### config.mk
export PLATFORM = sky130hd
export DESIGN_NAME = rcs_top
export DESIGN_NICKNAME = d
export VERILOG_FILES = /design/src/verilog/rcs_pkg.sv /design/src/verilog/rcs_reg_if.sv /design/src/verilog/rcs_apb_slave.sv /design/src/verilog/rcs_irq_ctrl.sv /design/src/verilog/rcs_top.sv
export VERILOG_INCLUDE_DIRS = /design/src /design/src/verilog
export SDC_FILE = /design/constraint.sdc
export NUM_CORES = 1
export LEC_CHECK = 0
export BUFFER_PORTS_ARGS = -buffer_cell sky130_fd_sc_hd__buf_2
export CAP_MARGIN = 20
export CORE_ASPECT_RATIO = 2
export CORE_UTILIZATION = 42
export CTS_BUF_LIST = sky130_fd_sc_hd__clkbuf_16
export CTS_CLUSTER_DIAMETER = 120
export DETAILED_ROUTE_END_ITERATION = 16
export PLACE_DENSITY = 0.8
export REMOVE_ABC_BUFFERS = 1
export SLEW_MARGIN = 5
export SYNTH_ARGS = -nofsm -noshare
export SYNTH_HDL_FRONTEND = slang
export SYNTH_SLANG_ARGS = --single-unit
### constraint.sdc
create_clock -name sys_clk -period 2.3 [get_ports sys_clk]
set_input_delay 0.46 -clock sys_clk [delete_from_list [all_inputs] [get_ports sys_clk]]
set_output_delay 0.46 -clock sys_clk [all_outputs]
set_load 0.01 [all_outputs]
### src/verilog/rcs_defs.svh
`ifndef RCS_DEFS_SVH
`define RCS_DEFS_SVH

// Register indices; byte address is four times the index
`define RCS_IDX_CAUSE 10'h08e
`define RCS_IDX_ISTAT 10'h090
`define RCS_IDX_IMASK 10'h091
`define RCS_IDX_KIND 10'h092

// Reset-cause register fields
`define RCS_BIT_BROWN 0
`define RCS_BIT_POR 1
`define RCS_CAUSE_W 2
`define RCS_POR_FLAG_RST 1'b0
`define RCS_BROWN_FLAG_RST 1'b0

// Interrupt status and mask fields
`define RCS_EVT_W 4
`define RCS_EVT_POWER 0
`define RCS_EVT_BROWN 1
`define RCS_EVT_PIN 2
`define RCS_EVT_WDOG 3
`define RCS_ISTAT_RST 4'h0
`define RCS_IMASK_RST 4'h0

// Bus constants
`define RCS_ADDR_W 12
`define RCS_IDX_W 10
`define RCS_KIND_W 3
`define RCS_ZERO_WORD 32'h0000_0000

`endif

### src/verilog/rcs_pkg.sv
`include "rcs_defs.svh"

package rcs_pkg;

  typedef enum logic [`RCS_KIND_W-1:0] {
    RCS_KIND_NONE,
    RCS_KIND_POWER,
    RCS_KIND_BROWN,
    RCS_KIND_PIN,
    RCS_KIND_WDOG
  } rcs_kind_t;

  typedef logic [`RCS_EVT_W-1:0] rcs_evt_t;
  typedef logic [`RCS_IDX_W-1:0] rcs_idx_t;

endpackage : rcs_pkg

### src/verilog/rcs_reg_if.sv
`timescale 1ns/1ps
`include "rcs_defs.svh"

interface rcs_reg_if;
  logic wrStb;
  logic [`RCS_IDX_W-1:0] idx;
  logic [7:0] wdata;
  logic [31:0] rdata;
  logic hit;

  modport bus (output wrStb, output idx, output wdata,
               input rdata, input hit);
  modport core (input wrStb, input idx, input wdata,
                output rdata, output hit);
  modport obs (input wrStb, input idx, input wdata);
endinterface : rcs_reg_if

### src/verilog/rcs_apb_slave.sv
`timescale 1ns/1ps
`include "rcs_defs.svh"

module rcs_apb_slave
  import rcs_pkg::*;
#(
  parameter int ADDR_W = `RCS_ADDR_W
) (
  input wire logic sys_clk,
  input wire logic reset,
  input wire logic psel,
  input wire logic penable,
  input wire logic pwrite,
  input wire logic [ADDR_W-1:0] paddr,
  input wire logic [31:0] pwdata,
  input wire logic [3:0] pstrb,
  output logic pready,
  output logic [31:0] prdata,
  output logic pslverr,
  rcs_reg_if.bus regs
);

  logic pready_r;
  logic [31:0] prdata_r;
  logic pslverr_r;
  logic setup;
  logic done;
  logic aligned;

  ////////////////////////////////////////////////////////////////////////
  // Decode
  assign setup = psel && !penable;
  assign done = psel && penable && pready_r;
  assign aligned = (paddr[1:0] == 2'b00);
  assign regs.idx = paddr[ADDR_W-1:2];
  assign regs.wdata = pwdata[7:0];
  // Only lane 0 holds data; bad address or missing lane stores nothing
  assign regs.wrStb = done && pwrite && aligned && regs.hit && pstrb[0];

  ////////////////////////////////////////////////////////////////////////
  // Answer one cycle after setup, no wait states
  always_ff @(posedge sys_clk or posedge reset) begin
    if (reset) begin
      pready_r <= 1'b0;
      prdata_r <= `RCS_ZERO_WORD;
      pslverr_r <= 1'b0;
    end else if (setup) begin
      pready_r <= 1'b1;
      pslverr_r <= !(aligned && regs.hit);
      prdata_r <= (aligned && regs.hit && !pwrite) ? regs.rdata
                                                   : `RCS_ZERO_WORD;
    end else if (done) begin
      pready_r <= 1'b0;
      pslverr_r <= 1'b0;
    end
  end

  assign pready = pready_r;
  assign prdata = prdata_r;
  assign pslverr = pslverr_r;

endmodule : rcs_apb_slave

### src/verilog/rcs_irq_ctrl.sv
`timescale 1ns/1ps
`include "rcs_defs.svh"

module rcs_irq_ctrl
  import rcs_pkg::*;
(
  input wire logic sys_clk,
  input wire logic reset,
  input wire rcs_evt_t evt,
  rcs_reg_if.obs regs,
  output rcs_evt_t istat,
  output rcs_evt_t imask,
  output logic irq
);

  rcs_evt_t istat_r;
  rcs_evt_t istat_nxt;
  rcs_evt_t imask_r;
  logic irq_r;
  logic wrStat;
  logic wrMask;

  assign wrStat = regs.wrStb && (regs.idx == `RCS_IDX_ISTAT);
  assign wrMask = regs.wrStb && (regs.idx == `RCS_IDX_IMASK);
  // Set wins over a write-one clear in the same cycle; mask not consulted
  assign istat_nxt = (istat_r & ~(wrStat ? regs.wdata[`RCS_EVT_W-1:0]
                                         : `RCS_ISTAT_RST)) | evt;

  always_ff @(posedge sys_clk or posedge reset) begin
    if (reset) begin
      istat_r <= `RCS_ISTAT_RST;
      imask_r <= `RCS_IMASK_RST;
      irq_r <= 1'b0;
    end else begin
      istat_r <= istat_nxt;
      if (wrMask) begin
        imask_r <= regs.wdata[`RCS_EVT_W-1:0];
      end
      irq_r <= |(istat_nxt & (wrMask ? regs.wdata[`RCS_EVT_W-1:0]
                                     : imask_r));
    end
  end

  assign istat = istat_r;
  assign imask = imask_r;
  assign irq = irq_r;

endmodule : rcs_irq_ctrl

### src/verilog/rcs_top.sv
// Overview of operation
// - An event flag is set when its event happens, whatever the enables.
// - The kind register tells apart all four kinds of reset; the reset-cause register holds only two flags.
// - After power-on the brown-out flag is zero, like the power-on flag.
// - With brown-out detection off the brown-out flag means nothing.
// - Bits 7 to 2 of the reset-cause register read zero and ignore writes.
// - Bit 1 is the read-write power-on flag, zero after a power-on reset.
// - Bit 0 is the read-write brown-out flag, zero after a brown-out reset with detection on.
`timescale 1ns/1ps
`include "rcs_defs.svh"

module rcs_top
  import rcs_pkg::*;
#(
  parameter int ADDR_W = `RCS_ADDR_W
) (
  input wire logic sys_clk,
  input wire logic reset,
  input wire logic porCause,
  input wire logic brownCause,
  input wire logic pinCause,
  input wire logic wdogCause,
  input wire logic brownoutDetectEnable,
  input wire logic psel,
  input wire logic penable,
  input wire logic pwrite,
  input wire logic [ADDR_W-1:0] paddr,
  input wire logic [31:0] pwdata,
  input wire logic [3:0] pstrb,
  output logic pready,
  output logic [31:0] prdata,
  output logic pslverr,
  output logic irq,
  output logic powerOnFlag,
  output logic brownoutEventFlag
);

  rcs_reg_if regs ();

  logic porFlag_r;
  logic brownFlag_r;
  rcs_kind_t kind_r;
  rcs_kind_t kind_nxt;
  logic relDly_r;
  logic relPulse;
  logic wrCause;
  rcs_evt_t evt;
  rcs_evt_t istat;
  rcs_evt_t imask;
  logic [`RCS_CAUSE_W-1:0] causeBits;

  ////////////////////////////////////////////////////////////////////////
  // Bus slave
  rcs_apb_slave #(.ADDR_W(ADDR_W)) u_apb (
    .sys_clk(sys_clk),
    .reset(reset),
    .psel(psel),
    .penable(penable),
    .pwrite(pwrite),
    .paddr(paddr),
    .pwdata(pwdata),
    .pstrb(pstrb),
    .pready(pready),
    .prdata(prdata),
    .pslverr(pslverr),
    .regs(regs.bus)
  );

  ////////////////////////////////////////////////////////////////////////
  // Reset kind, caught while reset is held; power-on has priority
  assign kind_nxt = porCause ? RCS_KIND_POWER :
                    brownCause ? RCS_KIND_BROWN :
                    pinCause ? RCS_KIND_PIN :
                    wdogCause ? RCS_KIND_WDOG : kind_r;

  always_ff @(posedge sys_clk) begin
    if (reset) begin
      kind_r <= kind_nxt;
    end
  end

  // High during reset and for the first cycle after release
  always_ff @(posedge sys_clk or posedge reset) begin
    if (reset) begin
      relDly_r <= 1'b1;
    end else begin
      relDly_r <= 1'b0;
    end
  end

  assign relPulse = relDly_r && !reset;

  assign evt[`RCS_EVT_POWER] = relPulse && (kind_r == RCS_KIND_POWER);
  assign evt[`RCS_EVT_BROWN] = relPulse && (kind_r == RCS_KIND_BROWN);
  assign evt[`RCS_EVT_PIN] = relPulse && (kind_r == RCS_KIND_PIN);
  assign evt[`RCS_EVT_WDOG] = relPulse && (kind_r == RCS_KIND_WDOG);

  ////////////////////////////////////////////////////////////////////////
  // Reset-cause flags; kept through pin and watchdog resets
  assign wrCause = regs.wrStb && (regs.idx == `RCS_IDX_CAUSE);

  always_ff @(posedge sys_clk) begin
    if (reset) begin
      if (porCause) begin
        porFlag_r <= `RCS_POR_FLAG_RST;
        brownFlag_r <= `RCS_BROWN_FLAG_RST;
      end else if (brownCause && brownoutDetectEnable) begin
        brownFlag_r <= `RCS_BROWN_FLAG_RST;
      end
    end else if (wrCause) begin
      porFlag_r <= regs.wdata[`RCS_BIT_POR];
      brownFlag_r <= regs.wdata[`RCS_BIT_BROWN];
    end
  end

  assign causeBits[`RCS_BIT_POR] = porFlag_r;
  assign causeBits[`RCS_BIT_BROWN] = brownFlag_r;

  ////////////////////////////////////////////////////////////////////////
  // Read decode; unused upper bits read zero
  assign regs.hit = (regs.idx == `RCS_IDX_CAUSE) ||
                    (regs.idx == `RCS_IDX_ISTAT) ||
                    (regs.idx == `RCS_IDX_IMASK) ||
                    (regs.idx == `RCS_IDX_KIND);
  assign regs.rdata =
    (regs.idx == `RCS_IDX_CAUSE) ?
      {{(32-`RCS_CAUSE_W){1'b0}}, causeBits} :
    (regs.idx == `RCS_IDX_ISTAT) ? {{(32-`RCS_EVT_W){1'b0}}, istat} :
    (regs.idx == `RCS_IDX_IMASK) ? {{(32-`RCS_EVT_W){1'b0}}, imask} :
    (regs.idx == `RCS_IDX_KIND) ? {{(32-`RCS_KIND_W){1'b0}}, kind_r} :
    `RCS_ZERO_WORD;

  ////////////////////////////////////////////////////////////////////////
  // Event status and interrupt
  rcs_irq_ctrl u_irq (
    .sys_clk(sys_clk),
    .reset(reset),
    .evt(evt),
    .regs(regs.obs),
    .istat(istat),
    .imask(imask),
    .irq(irq)
  );

  assign powerOnFlag = porFlag_r;
  assign brownoutEventFlag = brownFlag_r;

endmodule : rcs_top
# Yosys cells after proc, flatten, opt, wreduce, memory -nomap -nowiden
# Index checks and enable logic that the tools add are counted.
# word_totals
ff_bits,49
inputBits,58
out_inout_bits,37
elab_cells,79
# classes
n_eq_ne,10
mux,20
bitwise_logic,4
reduce_logical,34
# ops
op,n
$eq A10 B8 Y1 const B,4
$mux W4,6
$logic_and A1 B1 Y1,18
$mux W1,10
$and A4 B4 Y4,2
$eq A3 B2 Y1 const B,2
$mux W3,2
$reduce_and A2 Y1,3
$logic_not A1 Y1,4
$mux W2,2
$not A4 Y4,1
$or A4 B4 Y4,1
$reduce_bool A2 Y1,2
$reduce_bool A4 Y1,1
$reduce_or A4 Y1,1
$eq A3 B1 Y1 const B,1
$eq A3 B3 Y1 const B,1
$logic_or A1 B1 Y1,3
$ne A3 B1 Y1 const B,1
$reduce_or A3 Y1,1
$logic_not A2 Y1,1
$ne A2 B1 Y1 const B,1

# Logic depth before layout (Yosys ltp)
# depth
ltp_word,13
ltp_mapped,6
mapped_depth_nobuf,5

# By module
# Synthesis repeated with hierarchy kept, for this count alone.
# unflattened
cells_unflattened,212
area_unflattened_um2,2439.8
# by_module_without_submodules
module,n_inst,cells_per_inst,area_per_inst_um2,seq_area_each_um2
rcs_apb_slave,1,103,1396.3,850.8
rcs_irq_ctrl,1,49,523.0,225.2
rcs_top,1,60,520.5,176.4

# Worst setup path after synthesis
# No wires, ideal clock.
# synth_path
kind,input to register
from,input paddr[0]
to,register u_irq.irq_r (netlist: u_irq.irq)
setup_time_ns,0.139
t_arrival_ns,1.851
required_time_ns,2.161
path_slack_ns,0.311
cell_stages,5
path_buffers,0
cell_sequence,and4bb_4 -> nand2_1 -> o41ai_1 -> a22oi_1 -> or4_1
# synth_via
elab_chain_cells,11
elab_cells_between_ends,13
classes_between,mux (2); bitwise (4); reduce/logical (7)
# synth_rtl
element,line_no,text
"start, declared",rcs_top.sv:27,"input wire logic [ADDR_W-1:0] paddr,"
$logic_not A2 Y1 (*),rcs_apb_slave.sv:34,assign aligned = (paddr[1:0] == 2'b00);
$logic_and A1 B1 Y1 (*) (3 in series),rcs_apb_slave.sv:38,assign regs.wrStb = done && pwrite && aligned && regs.hit && pstrb[0];
$logic_and A1 B1 Y1,rcs_irq_ctrl.sv:23,assign wrStat = regs.wrStb && (regs.idx == `RCS_IDX_ISTAT);
$mux W4 (no source line),n/a,
$not A4 Y4,rcs_irq_ctrl.sv:26,assign istat_nxt = (istat_r & ~(wrStat ? regs.wdata[`RCS_EVT_W-1:0]
$and A4 B4 Y4,rcs_irq_ctrl.sv:26,
$or A4 B4 Y4,rcs_irq_ctrl.sv:26,
$and A4 B4 Y4 (*),rcs_irq_ctrl.sv:39,irq_r <= |(istat_nxt & (wrMask ? regs.wdata[`RCS_EVT_W-1:0]
$reduce_or A4 Y1 (*),rcs_irq_ctrl.sv:39,
"end signal, assigned",rcs_irq_ctrl.sv:39,
"end, declared",rcs_irq_ctrl.sv:19,logic irq_r;
# Mark *: on every way between the ends. The rest lies on a longest branch, timed or not.
# A chain may end at the register's enable or synchronous reset.

# Worst setup path in the final report
# Ends and elaborated chain as after synthesis.

==> results_tabular.tex <==
\begin{tabular}{lr}
\hline
Metric & Value \\
\hline
\multicolumn{2}{l}{\textbf{Clock tree}} \\
\quad Clock tree buffer depth & 2 \\
\quad Hold-fix buffers at CTS & 0 \\
\quad Clock sinks & 21 \\
\quad Clock Tree Root & sky130\_fd\_sc\_hd\_\_clkbuf\_16 \\
\quad TritonCTS clock tree & built \\
\quad Post-CTS clock slew at the launch and capture registers of the worst setup and hold paths & 60 ps \\
\quad \# resized after CTS & 0 \\
\quad CTS H-Tree Depth & 1 \\
\quad Latest clock arrival within the worst-skew pair & 250 ps \\
\quad Cts bufs inserted & 3 \\
\quad Total setup buffers inserted after CTS & 0 \\
\multicolumn{2}{l}{\textbf{Drt}} \\
\quad Number of nets with antenna violations after detailed routing & 0 \\
\quad Via-to-Cell Ratio & 5.370 \\
\quad Iter 0 DRT Violations & 46 \\
\quad DRC violations left & 2 \\
\quad Average routed wire per standard cell & 13.99 um \\
\quad Wirelength, routed & 3175 um \\
\quad Pre-Repair DR Iteration Count & 10 \\
\quad Overall via count from detail\_route & 1219 \\
\multicolumn{2}{l}{\textbf{Worst setup path}} \\
\quad CP startpoint kind & primary input \\
\quad Data required time at the worst endpoint & 2420 ps \\
\quad Ordered cell list for the critical path & buf\_2 > and4bb\_4 > nand2\_1 > o41ai\_1 > a22oi\_1 > or4\_1 \\
\quad Category of the critical setup timing path & in2reg \\
\quad Arrival time at the worst endpoint & 2170 ps \\
\quad Critical path peak fanout & 3 \\
\quad Crit path largest cell delay & 550 ps \\
\quad Slowest stage cell on the critical path & sky130\_fd\_sc\_hd\_\_or4\_1 \\
\quad Critical path endpoint category & register \\
\multicolumn{2}{l}{\textbf{Global route}} \\
\quad Met1 layer usage reported by global route & 18.92\% \\
\quad Global-route track usage on met3 & 2.340\% \\
\quad Maximum number of pins on one net before global-route repair & 12 \\
\quad First-pass GRT wire length & 5354 um \\
\quad Residual overflow from global routing & 0 \\
\quad Most congested layer reported by global routing & met2 \\
\quad Number of global-route vias before repair & 1219 \\
\quad Antenna violations before repair & 0 \\
\quad Aggregate global-route resource usage & 19.25\% \\
\quad Global-route met2 utilization & 36.91\% \\
\multicolumn{2}{l}{\textbf{Cells and area}} \\
\quad Post-layout net count & 254 \\
\quad Ratio of cells with drive above 1 in the final layout & 32.31\% \\
\quad Diode insertion count for antenna repair & 0 \\
\quad Layout filler cell count & 322 \\
\quad Synthesis-to-layout area growth & 16.01\% \\
\multicolumn{2}{l}{\textbf{Place}} \\
\quad Port Buffer Count & 35 \\
\quad Placed wire-length estimate & 2627 um \\
\quad RD Place Congestion & 0.7928 \\
\multicolumn{2}{l}{\textbf{STA}} \\
\quad Setup\_tns & 0 ps \\
\quad Hold WS & 208.2 ps \\
\quad Count of pins over their slew limit & 0 \\
\quad Number of failing hold endpoints at the final stage & 0 \\
\quad Final cycle utilization of the critical path & 89.20\% \\
\quad Setup repair after global routing missed its margin & false \\
\quad Timing-limited maximum frequency & 487.4 MHz \\
\quad Worst Skew & 4.550 ps \\
\quad Final setup fails & 0 \\
\quad Final Critical Period & 2052 ps \\
\multicolumn{2}{l}{\textbf{Logic synthesis}} \\
\quad Number of register bits inferred by synthesis & 21 \\
\quad Number of distinct standard cells referenced by the synthesized netlist & 43 \\
\quad Cell count after synthesis & 150 \\
\quad Yosys warns & 0 \\
\quad Fraction of synthesized cell area taken by the top area cell type & 25.68\% \\
\quad Synth top area cells & sky130\_fd\_sc\_hd\_\_dfrtp\_1 26\%, sky130\_fd\_sc\_hd\_\_buf\_4 15\%, sky130\_fd\_sc\_hd\_\_edfxtp\_1 10\% \\
\quad Cell taking the most area after synthesis & sky130\_fd\_sc\_hd\_\_dfrtp\_1 \\
\quad Seq/Total Area, Yosys & 37.76\% \\
\quad Post-synth design cell area & 0.001461 sq mm \\
\quad Synth Area per Inst & 9.743 sq um \\
\multicolumn{2}{l}{\textbf{Pwr}} \\
\quad Power density cells & 568.9 mW/mm\^{}2 \\
\quad Static leakage & 0.8776 nW \\
\quad Cell internal pwr & 0.7138 mW \\
\quad Net Sw Power & 0.2507 mW \\
\quad Share of power burned in registers & 45.4\% \\
\quad Worst voltage drop across the vdd grid & 0.0003040 V \\
\quad PnR Total Power & 0.9645 mW \\
\quad Clk pwr share & 37.7\% \\
\quad Sw frac & 25.99\% \\
\quad Gate power share & 16.9\% \\
\multicolumn{2}{l}{\textbf{Die}} \\
\quad Floorplan core area & 0.003341 sq mm \\
\quad Width of the chip & 43.71 um \\
\quad Boundary pin count & 95 \\
\quad Site row count & 30 \\
\quad Y dimension of the die & 85.42 um \\
\quad Initial standard-cell utilization of the core & 43.75\% \\
\quad Die ar. & 0.003734 sq mm \\
\multicolumn{2}{l}{\textbf{Flow run}} \\
\quad Max-cap violations & 0 \\
\multicolumn{2}{l}{\textbf{Status}} \\
\quad Failing checks & DRC \\
\quad Outcome & finished with violations \\
\multicolumn{2}{l}{\textbf{Min path}} \\
\quad Worst min-delay path class & in2async \\
\hline
\end{tabular}
## flip-flops by register name, indices dropped and copies added, names as in the netlist
name,flops
u_apb.prdata,4
u_irq.imask,4
kind_r,3
powerOnFlag,1
brownoutEventFlag,1
u_irq.istat,4
relDly_r,1
u_irq.irq,1
u_apb.pslverr,1
u_apb.pready,1
## cells in the final DEF, fill, tap and decap left out, drive strengths merged, types with 2 or more instances in the layout
cell type	netlist	final
a21oi	5	5
a22oi	4	4
a32o	2	2
buf	30	44
clkbuf	1	3
conb	1	29
dfrtp	15	15
edfxtp	5	5
inv	10	11
mux2i	4	4
nand2	16	16
nand3	4	4
nand4	5	5
nor2	9	9
nor3	4	4
nor3b	3	3
nor4b	2	2
o21ai	9	9
o41ai	5	5
or3b	2	2
## metal layers
| layer | part of all wire (%) | up-vias | wire length (um) |
|---|---|---|---|
| met5 | 0 | - | 0 |
| met4 | 3.2 | 0 | 101 |
| met3 | 6.5 | 8 | 206 |
| met2 | 59 | 70 | 1889 |
| met1 | 31 | 571 | 977 |
| li1 | - | 570 | - |
## per-stage QoR
step | area, sq um | worst slack, ps | std cells | utilization [%]
2_1_floorplan | 1334 | 235.1 | 147 | -
3_3_place_gp | 1617 | 60.26 | 223 | 48.39
3_5_place_dp | 1617 | -5.121 | 223 | 48.39
4_1_cts | 1695 | 260.1 | 227 | 50.75
5_1_grt | 1695 | 145.7 | 227 | 50.75
6_report | 1695 | 248.3 | 227 | 50.75
## power groups by stage
stage	combinational, mW	clock, mW	sequential (mW)
floorplan	0.0936	0	0.441
detailed placement	0.162	0	0.444
global placement	0.158	0	0.442
global route	0.182	0.387	0.440
CTS	0.162	0.372	0.437
finish	0.163	0.364	0.438
## layout make-up
class / count / area (sq um) / area share (%)
Tap cell: 32 / 40.04 / 2.362
Inverter: 10 / 37.54 / 2.214
Multi-Input combinational cell: 116 / 744.5 / 43.91
Timing Repair Buffer: 44 / 242.7 / 14.32
Sequential cell: 21 / 551.8 / 32.55
Clock inverter: 1 / 3.754 / 0.2214
Clock buffer: 3 / 75.07 / 4.428
## cells by family (layout without fill, tap and decap cells)
family	Yosys count	after routing	synth area share, %
buffers and inverters	41	58	18.49
AOI/OAI and AO/OA	30	30	16.44
other	1	29	0.2566
muxes	4	4	2.740
DFF	21	21	37.76
and+or+nand+nor	53	53	24.32
## final timing paths
path | to | slack [ps] | start | cells past startpoint
worst max-delay path | u_irq.irq | 250 | paddr[0] | 6
worst min-delay path | u_irq.imask[2] | 210 | reset | 2
worst max register to register | u_irq.irq | 330 | u_apb.pready | 5
worst min register to register | u_apb.prdata[3] | 480 | u_apb.prdata[3] | 1
max in group asynchronous | relDly_r | 1530 | reset | 3
min in group sys_clk | u_apb.pready | 400 | penable | 2
## worst max-delay path, delay by kind of cell
| family | cells | cell delay (ps) |
|---|---|---|
| buffers and inverters | 1 | 100 |
| AND/OR/NAND/NOR | 3 | 1010 |
| AO/OA/AOI/OAI | 2 | 590 |
## cells in the mapped netlist (all sizes together)
cell / number
o21ai: 9
and4bb: 1
and3: 1
nor3b: 3
nand4: 5
nor3: 4
o41ai: 5
dfstp: 1
edfxtp: 5
o31ai: 1
or4: 1
mux2i: 4
or3: 1
a22o: 1
conb: 1
inv: 10
and2: 1
dfrtp: 15
or3b: 2
buf: 30
nand3: 4
nand3b: 1
nor4bb: 1
a21o: 1
a32oi: 1
nand2b: 1
nor2: 9
a22oi: 4
a21oi: 5
nor4b: 2
clkbuf: 1
a32o: 2
nand2: 16
o211a: 1
Power figures use the tool's default switching activity.
